[src/dsa_defines.svh]
// timing counts and field positions of the dual-slope sequencer
`ifndef DSA_DEFINES_SVH
`define DSA_DEFINES_SVH
// ==========================================================
// clock and phase lengths
`define DSA_CLK_NS 40
`define DSA_CYCLE_CLKS 8192
`define DSA_INT_CLKS 2048
`define DSA_DE_CLKS 4096
`define DSA_ZI_MAX_CLKS 1024
`define DSA_RESUME_CLKS 7
// ==========================================================
// high byte layout
`define DSA_HI_SIGN 4
`define DSA_HI_OVR 5
`endif

[src/dsa_pkg.sv]
// types of the dual-slope sequencer
package dsa_pkg;
  // ==========================================================
  // phases
  typedef enum logic [2:0] {dsa_zero, dsa_wait, dsa_resume, dsa_int, dsa_deint, dsa_clear} dsa_phase_t;
  // latched result
  typedef struct packed {
    logic ovr;
    logic sign_bit;
    logic [11:0] magnitude_bits;
  } dsa_result_t;
endpackage : dsa_pkg

[src/dsa_seq.sv]
// sequencer, result latches and byte port of the dual-slope converter
//
// Operation
// - gate high: conversions repeat, each cycle 8192 clocks long
// - integrate lasts 2048 clocks; polarity captured as sign at its end
// - deintegrate counts clocks until comparator zero crossing; count is magnitude
// - low 12 bits of the 13-bit counter feed latches driving three-state outputs with sign, overrange
// - integrator-clear only after overrange, ending within 1024 clocks
// - clear phase: inputs off, reference charged, comparator fed to buffer
// - status rises at integrate start, falls on the same edge as the latch write
// - latched data never changes while status is low
// - mode select low means direct mode via chip and byte selects
// - mode pulse high triggers one single-clock handshake request pulse then back to direct
// - mode held high gives handshake output after every conversion
// - gate high: continuous conversion, latches updated after zero crossing
// - gate low after zero crossing skips rest of deintegrate to auto-zero
// - gate low: finish, minimum auto-zero, then hold until gate high
// - gate rising in hold: status and integrate follow 11 clocks later, 7 of them in resume
// - chip and byte selects are active low, idle high
// - chip select low with byte select low enables that byte
// - low byte magnitude bits 1-8; high byte bits 9-12, sign, overrange
`timescale 1ns/1ps
`include "dsa_defines.svh"
module dsa_seq (
  input wire logic clock,
  input wire logic rst,
  input wire logic conversion_gate,
  input wire logic comparator_pos,
  input wire logic output_mode_select,
  input wire logic chip_select_n,
  input wire logic low_byte_select_n,
  input wire logic high_byte_select_n,
  output logic status_flag,
  output logic zeroing_phase,
  output logic integrate_phase,
  output logic deintegrate_phase,
  output logic integrator_clear_phase,
  output logic handshake_request,
  output logic [7:0] data_out,
  output logic [7:0] data_oe
);
  // ==========================================================
  // input synchronisers
  logic [4:0] sync1;
  logic [4:0] sync2;
  logic [1:0] byte_sync1;
  logic [1:0] byte_sync2;
  always_ff @(posedge clock or posedge rst) begin
    if (rst) begin
      // chip select starts at its idle high level, so reset shows no false select
      sync1 <= 5'h02;
      sync2 <= 5'h02;
      byte_sync1 <= 2'h3;
      byte_sync2 <= 2'h3;
    end else begin
      sync1 <= {conversion_gate, comparator_pos, output_mode_select, chip_select_n, 1'b0};
      sync2 <= sync1;
      byte_sync1 <= {high_byte_select_n, low_byte_select_n};
      byte_sync2 <= byte_sync1;
    end
  end
  logic gate;
  logic comp;
  logic mode;
  logic cs_n;
  assign gate = sync2[4];
  assign comp = sync2[3];
  assign mode = sync2[2];
  assign cs_n = sync2[1];
  logic mode_prev;
  always_ff @(posedge clock or posedge rst) begin
    if (rst) mode_prev <= 1'b0;
    else mode_prev <= mode;
  end

  // ==========================================================
  // phase sequencer
  localparam logic [12:0] ZERO_MIN = 13'(`DSA_CYCLE_CLKS - `DSA_INT_CLKS - `DSA_DE_CLKS - `DSA_ZI_MAX_CLKS);
  // without a clear phase, zeroing takes its slot so the cycle stays the same length
  localparam logic [12:0] ZERO_FULL = 13'(`DSA_CYCLE_CLKS - `DSA_INT_CLKS - `DSA_DE_CLKS);
  dsa_pkg::dsa_phase_t phase;
  logic [12:0] count;
  logic crossed;
  dsa_pkg::dsa_result_t result;
  logic latch_now;
  logic ovr_now;
  logic sign_now;
  logic after_clear;

  // full scale reached without a crossing
  assign ovr_now = (phase == dsa_pkg::dsa_deint) && !crossed && (count == 13'(`DSA_DE_CLKS - 1));
  // crossing: comparator leaves the captured polarity; write once
  assign latch_now = (phase == dsa_pkg::dsa_deint) && !crossed && (comp != sign_now || ovr_now);

  always_ff @(posedge clock or posedge rst) begin
    if (rst) begin
      phase <= dsa_pkg::dsa_zero;
      count <= 13'h0000;
      crossed <= 1'b0;
      after_clear <= 1'b0;
    end else begin
      count <= count + 13'h0001;
      case (phase)
        dsa_pkg::dsa_zero: begin
          // minimum auto-zero after a clear or when holding, else full slot
          if ((count == ZERO_MIN - 13'h0001 && (after_clear || !gate)) || count == ZERO_FULL - 13'h0001) begin
            count <= 13'h0000;
            after_clear <= 1'b0;
            phase <= gate ? dsa_pkg::dsa_int : dsa_pkg::dsa_wait;
          end
        end
        dsa_pkg::dsa_wait: begin
          count <= 13'h0000;
          if (gate) phase <= dsa_pkg::dsa_resume;
        end
        dsa_pkg::dsa_resume: begin
          if (count == 13'(`DSA_RESUME_CLKS - 1)) begin
            count <= 13'h0000;
            phase <= dsa_pkg::dsa_int;
          end
        end
        dsa_pkg::dsa_int: begin
          if (count == 13'(`DSA_INT_CLKS - 1)) begin
            count <= 13'h0000;
            crossed <= 1'b0;
            phase <= dsa_pkg::dsa_deint;
          end
        end
        dsa_pkg::dsa_deint: begin
          if (latch_now) crossed <= 1'b1;
          if (ovr_now) begin
            count <= 13'h0000;
            after_clear <= 1'b1;
            phase <= dsa_pkg::dsa_clear;
          end else if (count == 13'(`DSA_DE_CLKS - 1) || (crossed && !gate)) begin
            // gate low after the crossing cuts deintegrate short
            count <= 13'h0000;
            phase <= dsa_pkg::dsa_zero;
          end
        end
        dsa_pkg::dsa_clear: begin
          // integrator driven to zero; bounded length
          if (count == 13'(`DSA_ZI_MAX_CLKS - 1)) begin
            count <= 13'h0000;
            phase <= dsa_pkg::dsa_zero;
          end
        end
        default: begin
          count <= 13'h0000;
          phase <= dsa_pkg::dsa_zero;
        end
      endcase
    end
  end

  // phase outputs drive the analog switches
  always_ff @(posedge clock or posedge rst) begin
    if (rst) begin
      zeroing_phase <= 1'b1;
      integrate_phase <= 1'b0;
      deintegrate_phase <= 1'b0;
      integrator_clear_phase <= 1'b0;
    end else begin
      zeroing_phase <= phase == dsa_pkg::dsa_zero || phase == dsa_pkg::dsa_wait || phase == dsa_pkg::dsa_resume;
      integrate_phase <= phase == dsa_pkg::dsa_int;
      deintegrate_phase <= phase == dsa_pkg::dsa_deint;
      integrator_clear_phase <= phase == dsa_pkg::dsa_clear;
    end
  end

  // ==========================================================
  // handshake trigger, blocks latch updates while pending
  logic hs_pending;
  always_ff @(posedge clock or posedge rst) begin
    if (rst) hs_pending <= 1'b0;
    else if (mode && !mode_prev) hs_pending <= 1'b1;
    else if (latch_now && mode) hs_pending <= 1'b1;
    else if (hs_pending && handshake_request) hs_pending <= 1'b0;
  end
  always_ff @(posedge clock or posedge rst) begin
    if (rst) handshake_request <= 1'b0;
    else handshake_request <= hs_pending && !handshake_request;
  end

  // ==========================================================
  // result latches, sign and status
  // polarity held aside until the latch write, so the outputs never mix two conversions
  always_ff @(posedge clock or posedge rst) begin
    if (rst) sign_now <= 1'b0;
    else if (phase == dsa_pkg::dsa_int && count == 13'(`DSA_INT_CLKS - 1)) sign_now <= comp;
  end
  always_ff @(posedge clock or posedge rst) begin
    if (rst) result <= '0;
    else if (latch_now && status_flag && !hs_pending) begin
      result.sign_bit <= sign_now;
      result.magnitude_bits <= count[11:0];
      result.ovr <= ovr_now;
    end
  end
  function automatic logic next_int_start(input dsa_pkg::dsa_phase_t p, input logic g);
    next_int_start = (p == dsa_pkg::dsa_resume) && g;
  endfunction : next_int_start
  // falls on the write edge itself; no half-clock edge exists in one clock domain
  always_ff @(posedge clock or posedge rst) begin
    if (rst) status_flag <= 1'b0;
    else if (phase != dsa_pkg::dsa_int && count == 13'h0000 && next_int_start(phase, gate)) status_flag <= status_flag;
    else if (latch_now) status_flag <= 1'b0;
    else if (phase == dsa_pkg::dsa_int) status_flag <= 1'b1;
  end

  // ==========================================================
  // direct-mode byte port
  logic direct;
  assign direct = !mode && !hs_pending;
  always_ff @(posedge clock or posedge rst) begin
    if (rst) begin
      data_out <= 8'h00;
      data_oe <= 8'h00;
    end else if (direct && !cs_n && !byte_sync2[0]) begin
      data_out <= result.magnitude_bits[7:0];
      data_oe <= 8'hff;
    end else if (direct && !cs_n && !byte_sync2[1]) begin
      data_out <= {2'h0, result.ovr, result.sign_bit, result.magnitude_bits[11:8]};
      data_oe <= 8'h3f;
    end else begin
      data_out <= 8'h00;
      data_oe <= 8'h00;
    end
  end

  // ==========================================================
  // checks
  // helper counters: long spans are counted here rather than unrolled in properties
  logic [12:0] int_len;
  logic [12:0] clear_len;
  always_ff @(posedge clock or posedge rst) begin
    if (rst) begin
      int_len <= 13'h0000;
      clear_len <= 13'h0000;
    end else begin
      int_len <= integrate_phase ? int_len + 13'h0001 : 13'h0000;
      clear_len <= integrator_clear_phase ? clear_len + 13'h0001 : 13'h0000;
    end
  end
  chk_int_length: assert property (@(posedge clock) disable iff (rst)
    $fell(integrate_phase) |-> int_len == 13'(`DSA_INT_CLKS))
    else $error("integrate length wrong");
  chk_clear_entry: assert property (@(posedge clock) disable iff (rst)
    $rose(integrator_clear_phase) |-> $past(ovr_now, 2))
    else $error("clear without overrange");
  chk_clear_bound: assert property (@(posedge clock) disable iff (rst)
    integrator_clear_phase |-> clear_len < 13'(`DSA_ZI_MAX_CLKS))
    else $error("clear too long");
  chk_hold_data: assert property (@(posedge clock) disable iff (rst)
    !status_flag && !$past(latch_now) |-> $stable(result))
    else $error("data changed while status low");
  chk_status_fall: assert property (@(posedge clock) disable iff (rst)
    latch_now && status_flag |=> !status_flag)
    else $error("status did not fall");
  chk_resume_delay: assert property (@(posedge clock) disable iff (rst)
    phase == dsa_pkg::dsa_wait && gate |=> ##7 phase == dsa_pkg::dsa_int)
    else $error("resume delay wrong");
  chk_skip_deint: assert property (@(posedge clock) disable iff (rst)
    phase == dsa_pkg::dsa_deint && crossed && !gate && !ovr_now |=> phase == dsa_pkg::dsa_zero)
    else $error("deintegrate not cut short");
  chk_byte_enable: assert property (@(posedge clock) disable iff (rst)
    data_oe != 8'h00 |-> $past(!cs_n && direct))
    else $error("byte driven without select");
  cov_overrange: cover property (@(posedge clock) disable iff (rst) $rose(integrator_clear_phase));
  cov_hold: cover property (@(posedge clock) disable iff (rst) phase == dsa_pkg::dsa_wait ##1 gate);
  cov_read_low: cover property (@(posedge clock) disable iff (rst) data_oe == 8'hff);
endmodule : dsa_seq

[config.mk]
export PLATFORM = sky130hd
export DESIGN_NAME = dsa_seq
export DESIGN_NICKNAME = d
export VERILOG_FILES = /design/src/dsa_pkg.sv /design/src/dsa_seq.sv
export VERILOG_INCLUDE_DIRS = /design/src
export SDC_FILE = /design/constraint.sdc
export NUM_CORES = 1
export LEC_CHECK = 0
export ABC_AREA = 1
export BUFFER_PORTS_ARGS = -buffer_cell sky130_fd_sc_hd__buf_2
export CAP_MARGIN = 30
export CORE_ASPECT_RATIO = 0.8
export CORE_UTILIZATION = 36
export CTS_BUF_LIST = sky130_fd_sc_hd__clkbuf_8
export CTS_CLUSTER_DIAMETER = 150
export DETAILED_ROUTE_END_ITERATION = 8
export HOLD_SLACK_MARGIN = 0.05
export SYNTH_ARGS = -nofsm -noshare
export SYNTH_HDL_FRONTEND = slang
export SYNTH_SLANG_ARGS = --single-unit
[constraint.sdc]
create_clock -name clock -period 2.1 [get_ports clock]
set_input_delay 0.105 -clock clock [delete_from_list [all_inputs] [get_ports clock]]
set_output_delay 0.105 -clock clock [all_outputs]
set_load 0.05 [all_outputs]
==> results of run 1 <==
[layout make-up]
| type | instances | area [um^2] |
|---|---|---|
| Fill cell | 745 | 4210 |
| Sequential cell | 63 | 1590 |
| Multi-Input combinational cell | 170 | 1020 |
| Timing Repair Buffer | 42 | 260 |
| Tap cell | 105 | 131 |
| Clock buffer | 9 | 124 |
| Inverter | 31 | 121 |
| Clock inverter | 7 | 41.3 |
[kinds of logic (layout without fill, tap and decap cells)]
group                    count (synthesis)  count (layout)  synth area share [%]
XOR/XNOR                                 9               9                  2.79
flip-flops                              63              63                  56.1
AO/OA/AOI/OAI                           35              35                  9.65
buffers and inverters                   42              89                  7.79
AND/OR/NAND/NOR                        123             123                  22.4
adder cells (fa/ha/maj)                  3               3                  1.33
[critical path, stage by stage, from the launching register on]
cell,delay [ns]
dfrtp_1,0.40
ha_1,0.24
nand2_2,0.09
nor2_4,0.13
nand2_4,0.09
o21ai_1,0.15
nand2_1,0.15
nor2_8,0.30
nand2_2,0.11
nand2_1,0.06
nand2_1,0.05
[sequential cells by signal, summed over array words and instances (netlist names), 2 cells and up]
register    flops
result         14
count          13
data_out        8
sync1           4
sync2           4
phase           3
byte_sync1      2
byte_sync2      2
data_oe         2
[report_power, final]
| part | internal [uW] | switching [uW] |
|---|---|---|
| Clock | 415 | 462 |
| Sequential | 1250 | 25.6 |
| Combinational | 50.2 | 165 |
| Total | 1720 | 652 |
[repair_timing]
action,4_1_cts,5_1_grt
endpoints found under the hold margin,20,0
hold buffers,7,0
setup buffers,0,0
[routing by layer]
layer,vias up,GRT usage [%]
met4,0,6.09
met2,36,21.2
met1,908,19.4
met5,-,0
li1,947,-
met3,9,5.94
[through the flow]
step / setup WS [ns] / hold WS, ns / std cells / utilization [%] / cell area [um^2]
after detailed placement: 0.205 / 0.128 / 404 / 40.7 / 3050
after CTS: 0.200 / 0.300 / 427 / 43.8 / 3290
after floorplan: 0.437 / 0.109 / 275 / - / 2830
final: 0.229 / 0.311 / 427 / 43.8 / 3290
after global placement: 0.265 / 0.125 / 404 / 40.7 / 3050
after global routing: 0.0247 / 0.342 / 427 / 43.8 / 3290
[how the worst min path moves through the flow]
| stage | start | end | cells after the start |
|---|---|---|---|
| floorplan | low_byte_select_n | byte_sync1[0] | 0 |
| global placement | rst | handshake_request | 2 |
| detailed placement | rst | handshake_request | 2 |
| CTS | rst | handshake_request | 3 |
| global route | rst | handshake_request | 3 |
| finish | rst | handshake_request | 3 |
[cell usage in the layout, fill, tap and decap left out, types with 2 or more instances in the layout]
cell            n
a21oi_1         2
a21oi_2        10
buf_2          29
buf_4           6
clkbuf_8        9
clkinv_2        3
clkinvlp_4      3
dfrtp_1        56
dfstp_2         7
dlygate4sd3_1   7
ha_1            3
inv_1          28
inv_2           2
nand2_1        62
nand2_2         7
nand2_4         3
nand3_1        17
nand4_1         2
nor2_1         15
nor2_4          3
nor3_1          2
o21ai_0         5
o21ai_2        14
or2_2           2
xnor2_1         2
xor2_1          7
==> impl_metrics.py, run 1 <==
metrics = {
    "floorplan": {
        "dieArea_um2": 8220,
        "num_io_pins": 30,
        "core_um2": 7500,
        "initial_core_util_pct": 37.7,
        "die_y_um": 81.3,
        "die_w_um": 101,
        "rows": 28,
    },
    "place": {
        "place.gp.congestion": 0.863,
        "dp_hpwl_mm": 3.70,
        "numPortBuffers": 29,
    },
    "clock_network": {
        "cts_resized": 0,
        "htreeDepth": 3,
        "cts.sinks": 63,
        "clkTransAtPathRegs_ns": 0.07,
        "clockBufferDepth": 2,
        "root_buffer": "clkbuf_8",
        "cts_buffers": 9,
        "insertion_delay_ns": 0.34,
        "cts_tree": "done",
    },
    "synthesis": {
        "synth.area.top_cells": "dfrtp_1 50%, nand2_1 8.2%, dfstp_2 6.5%",
        "synth.distinct_cells": 41,
        "synth_edf_count": 0,
        "async_reset_ff_share_pct": 100,
        "ys_seq_elements": 63,
        "synthesis.nets": 286,
        "synth_common_cells": "62 x nand2_1, 56 x dfrtp_1, 28 x inv_1, 17 x nand3_1, 15 x nor2_1",
        "synthCells": 275,
        "yosysWarnings": 0,
        "synth_top_area_share_pct": 49.6,
        "synth_most_common_cell": "nand2_1",
        "synth_top_area_cell": "dfrtp_1",
        "syn_area_per_cell_um2": 10.3,
        "netlist_area_um2": 2830,
        "synth_ff_type": "dfrtp_1",
        "synth_seq_area_share_pct": 56.1,
    },
    "route": {
        "post-route-drc-count": 0,
        "routed_via_density": 4.45,
        "wl_met1_mm": 2.58,
        "totalWireLength_mm": 5.12,
        "postRouteAntennaNets": 0,
        "first_pass_iters": 4,
        "routed.top_layer": "met4",
        "vias": 1900,
        "wire_per_inst_um": 12.0,
        "drt-initial-drc-count": 99,
        "dr_wl_met2_mm": 2.25,
        "met3_length_um": 213,
    },
    "timing": {
        "fin_crit_sh_pct": 89.1,
        "setup_viol": 0,
        "tightest_slew_ns": 0.420,
        "rsz0062_at_grt": "false",
        "slew_headroom_pct": 72.0,
        "fmax_mhz": 534,
        "hold_violations": 0,
        "slew_viol_final": 0,
        "fin_skew_ns": 0.00668,
        "period_needed_ns": 1.87,
        "finalSetupTns_ns": 0,
    },
    "setup_path": {
        "critical_path_class": "flip-flop to flip-flop",
        "r2r_slack_ns": 0.23,
        "regToRegEndpoint": "phase[0]",
        "r2r_cells": 10,
        "worstPathMaxFanout": 17,
        "required_ns": 2.33,
        "r2r-start": "count[0]",
        "worstSetupStartpoint": "count[0]",
        "critPathLaunchType": "flip-flop",
        "arrival_ns": 2.10,
        "endpoint": "phase[0]",
        "end_kind": "flip-flop",
    },
    "grt": {
        "grt-ovfl-total": 0,
        "grt_usage_pct": 14.6,
        "grt_first_pass_wirelength_mm": 8.81,
        "grt_max_degree": 29,
        "grt_pass1_vias": 1819,
        "antenna_found_initial": 0,
    },
    "final_layout": {
        "areaGrowthSynthToFinish_pct": 16.2,
        "antennaDiodeCount": 0,
        "layout-drive-gt1-share_pct": 32.9,
        "nets": 328,
    },
    "power_and_ir_drop": {
        "p_total_uw": 2370,
        "cellPowerDensity_nw_per_um2": 722,
        "irDropWorstVdd_v": 0.000405,
        "leakage_uw": 0.00160,
    },
    "hold_path": {
        "min_path_type": "input port to async pin",
    },
    "outcome": {
        "outcome": "finished clean",
    },
    "run": {
        "drv_cap": 0,
    },
}
No activity file was read; power rests on OpenSTA's default activity.
==> run 2, diff against run 1 <==
--- a/config.mk
+++ b/config.mk
@@ -6,7 +6,6 @@
 export SDC_FILE = /design/constraint.sdc
 export NUM_CORES = 1
 export LEC_CHECK = 0
-export ABC_AREA = 1
 export BUFFER_PORTS_ARGS = -buffer_cell sky130_fd_sc_hd__buf_2
 export CAP_MARGIN = 30
 export CORE_ASPECT_RATIO = 0.8
==> impl_metrics.py, run 2 <==
metrics = {
    "timing": {
        "slew_viol_final": 0,
        "period_needed_ns": 1.98,
        "finalSetupTns_ns": 0,
        "slew_headroom_pct": 65.5,
        "rsz0062_at_grt": "false",
        "fmax_mhz": 506,
        "hold_violations": 0,
        "fin_crit_sh_pct": 94.1,
        "whs_ns": 0.347,
        "tightest_slew_ns": 0.516,
        "setup_ws_ns": 0.123,
        "fin_skew_ns": 0.0115,
        "setup_viol": 0,
    },
    "setup_path": {
        "r2r-start": "count[0]",
        "critical_path_buf_inv_count": 0,
        "path_cells": "ha_4 -> nand4b_1 -> nor3_4 -> o21a_4 -> nand3b_4 -> mux2_4",
        "end_kind": "flip-flop",
        "r2r_slack_ns": 0.12,
        "critical_path_class": "flip-flop to flip-flop",
        "arrival_ns": 2.20,
        "worstPathMaxFanout": 7,
        "regToRegEndpoint": "result[2]",
        "critPathLaunchType": "flip-flop",
        "crit_family": "simple AND/OR/NAND/NOR gates",
        "required_ns": 2.32,
        "r2r_cells": 6,
        "slowest_delay_ns": 0.44,
        "crit_path_top_delay_cell": "dfrtp_1",
    },
    "route": {
        "post-route-drc-count": 5,
        "routed_via_density": 4.84,
        "first_pass_iters": 6,
        "drt-initial-drc-count": 100,
        "postRouteAntennaNets": 0,
        "wire_per_inst_um": 13.8,
        "vias": 1684,
        "totalWireLength_mm": 4.82,
    },
    "final_layout": {
        "largest_reg_flops": 14,
        "antennaDiodeCount": 0,
        "areaGrowthSynthToFinish_pct": 22.8,
        "reg_top3": "result: 14 flops, count: 13 flops, data_out: 8 flops",
        "largest-register": "result",
        "layout-drive-gt1-share_pct": 37.5,
        "mostFrequentLayoutCells": "56 x dfrtp_1, 29 x buf_2, 20 x nor2_1",
        "final_common_cell": "dfrtp_1",
        "utilization_pct": 46.6,
        "fin_cells": 348,
        "nets": 267,
    },
    "place": {
        "dp.cells": 322,
        "place.gp.congestion": 0.781,
        "numPortBuffers": 29,
        "dp_hpwl_mm": 3.29,
        "place_ws_ns": 0.0301,
    },
    "clock_network": {
        "root_buffer": "clkbuf_8",
        "cts_tree": "done",
        "clockBufferDepth": 2,
        "htreeDepth": 3,
        "cts.sinks": 63,
        "clkTransAtPathRegs_ns": 0.07,
        "cts_buffers": 9,
        "insertion_delay_ns": 0.34,
    },
    "grt": {
        "antenna_found_initial": 0,
        "grt-ovfl-total": 0,
        "grt_pass1_vias": 1649,
        "grt_max_degree": 64,
        "grt_first_pass_wirelength_mm": 8.20,
        "grt_usage_pct": 14.2,
    },
    "synthesis": {
        "syn_area_per_cell_um2": 13.0,
        "netlist_area_um2": 2660,
        "synth_top_area_share_pct": 52.8,
        "yosysWarnings": 0,
        "async_reset_ff_share_pct": 100,
        "synth_seq_area_share_pct": 59.7,
        "synth_edf_count": 0,
        "synth.area.top_cells": "dfrtp_1 53%, dfstp_2 6.9%, mux2_4 5.7%",
        "synthCells": 205,
        "synth_top_area_cell": "dfrtp_1",
        "synth_ff_type": "dfrtp_1",
        "synth.distinct_cells": 46,
        "synth_common_cells": "56 x dfrtp_1, 20 x nor2_1, 10 x mux2_4, 8 x buf_4",
        "synth_most_common_cell": "dfrtp_1",
        "ys_seq_elements": 63,
        "synthesis.nets": 216,
    },
    "floorplan": {
        "num_io_pins": 30,
        "core_um2": 6990,
        "rows": 27,
        "die_w_um": 98.0,
        "initial_core_util_pct": 38.0,
        "dieArea_um2": 7720,
        "die_y_um": 78.8,
    },
    "run": {
        "drv_cap": 0,
    },
    "power_and_ir_drop": {
        "irDropWorstVdd_v": 0.000414,
        "cellPowerDensity_nw_per_um2": 773,
        "leakage_uw": 0.00170,
    },
    "hold_path": {
        "min_path_type": "flip-flop to flip-flop",
        "whs_path_depth": 0,
        "hold_end": "sync2[4]",
        "hp-start": "sync1[4]",
    },
    "outcome": {
        "violations": "DRC",
        "outcome": "finished with violations",
    },
}
==> run 2: changes by cell type after synthesis, sizes merged, moves of 6 or more <==
cell | before | now
inv | 29 | 5
mux2 | 0 | 15
a22o | 0 | 6
nand2 | 72 | 5
nand3 | 18 | 5
a21oi | 12 | 2
o21ai | 20 | 2
==> run 2: cells by family (layout without fill, tap and decap cells) <==
kind of cell             Yosys count  count (layout)  share of synthesized area, %
adder cells (fa/ha/maj)            3               3                          1.41
buffers and inverters             20              75                          4.52
multiplexers                      15              15                          7.78
flip-flops                        63              63                          59.7
AO/OA/AOI/OAI                     21              21                          6.22
AND/OR/NAND/NOR                   71              72                          16.4
XOR/XNOR                          12              12                          3.96
==> run 2: stage by stage <==
step / total power [uW] / cell area [um^2]
after floorplan: 1440 / 2660
after global placement: 1480 / 2940
after detailed placement: 1480 / 2940
after CTS: 2550 / 3210
after global routing: 2630 / 3260
final: 2520 / 3260
==> run 2: how the worst max path moves through the flow <==
| stage | startpoint | to | slack [ns] | cells past startpoint |
|---|---|---|---|---|
| 3_3_place_gp | count[1] | result[6] | 0.1 | 6 |
| 6_report | count[0] | result[2] | 0.12 | 6 |
| 3_5_place_dp | count[1] | result[2] | 0.03 | 6 |
| 5_1_grt | count[0] | result[9] | 0.02 | 6 |
| 2_1_floorplan | count[1] | result[0] | 0.22 | 7 |
| 4_1_cts | count[1] | result[2] | 0.009 | 6 |
==> run 2: timing repair <==
action	CTS	global route
hold endpoints to repair	62	0
gates resized for setup	0	3
setup endpoints to repair	0	27
hold buffers	7	0
setup buffers	0	2
==> run 2: final cells by class <==
cell class              instances  area, um^2
clock buffers                  11         151
clock inverters                 5        50.0
fillers                       631        3730
inverters                       5        18.8
multi-input cells             123         982
flip-flops and latches         63        1590
well taps                      87         109
repair buffers                 54         363
==> run 2: routing by layer <==
layer  vias to the layer above  track usage [%]  wire length [um]
met5                         -                0                 0
met4                         0             4.55                54
met3                         8             5.90               254
met2                        41             19.9              2080
met1                       832             19.8              2420
li1                        803                -                 -
==> run 2: power by group <==
group	switching, uW	total, uW	leakage [uW]	internal [uW]
Clock	443	1040	0.000108	602
Combinational	139	200	0.000772	61.2
Sequential	21.8	1270	0.000821	1250
==> run 2: worst register-to-register path, cell delays in order (launching register included) <==
cell and delay [ns]:
dfrtp_1 0.44, ha_4 0.20, nand4b_1 0.21, nor3_4 0.30, o21a_4 0.22, nand3b_4 0.17
mux2_4 0.33
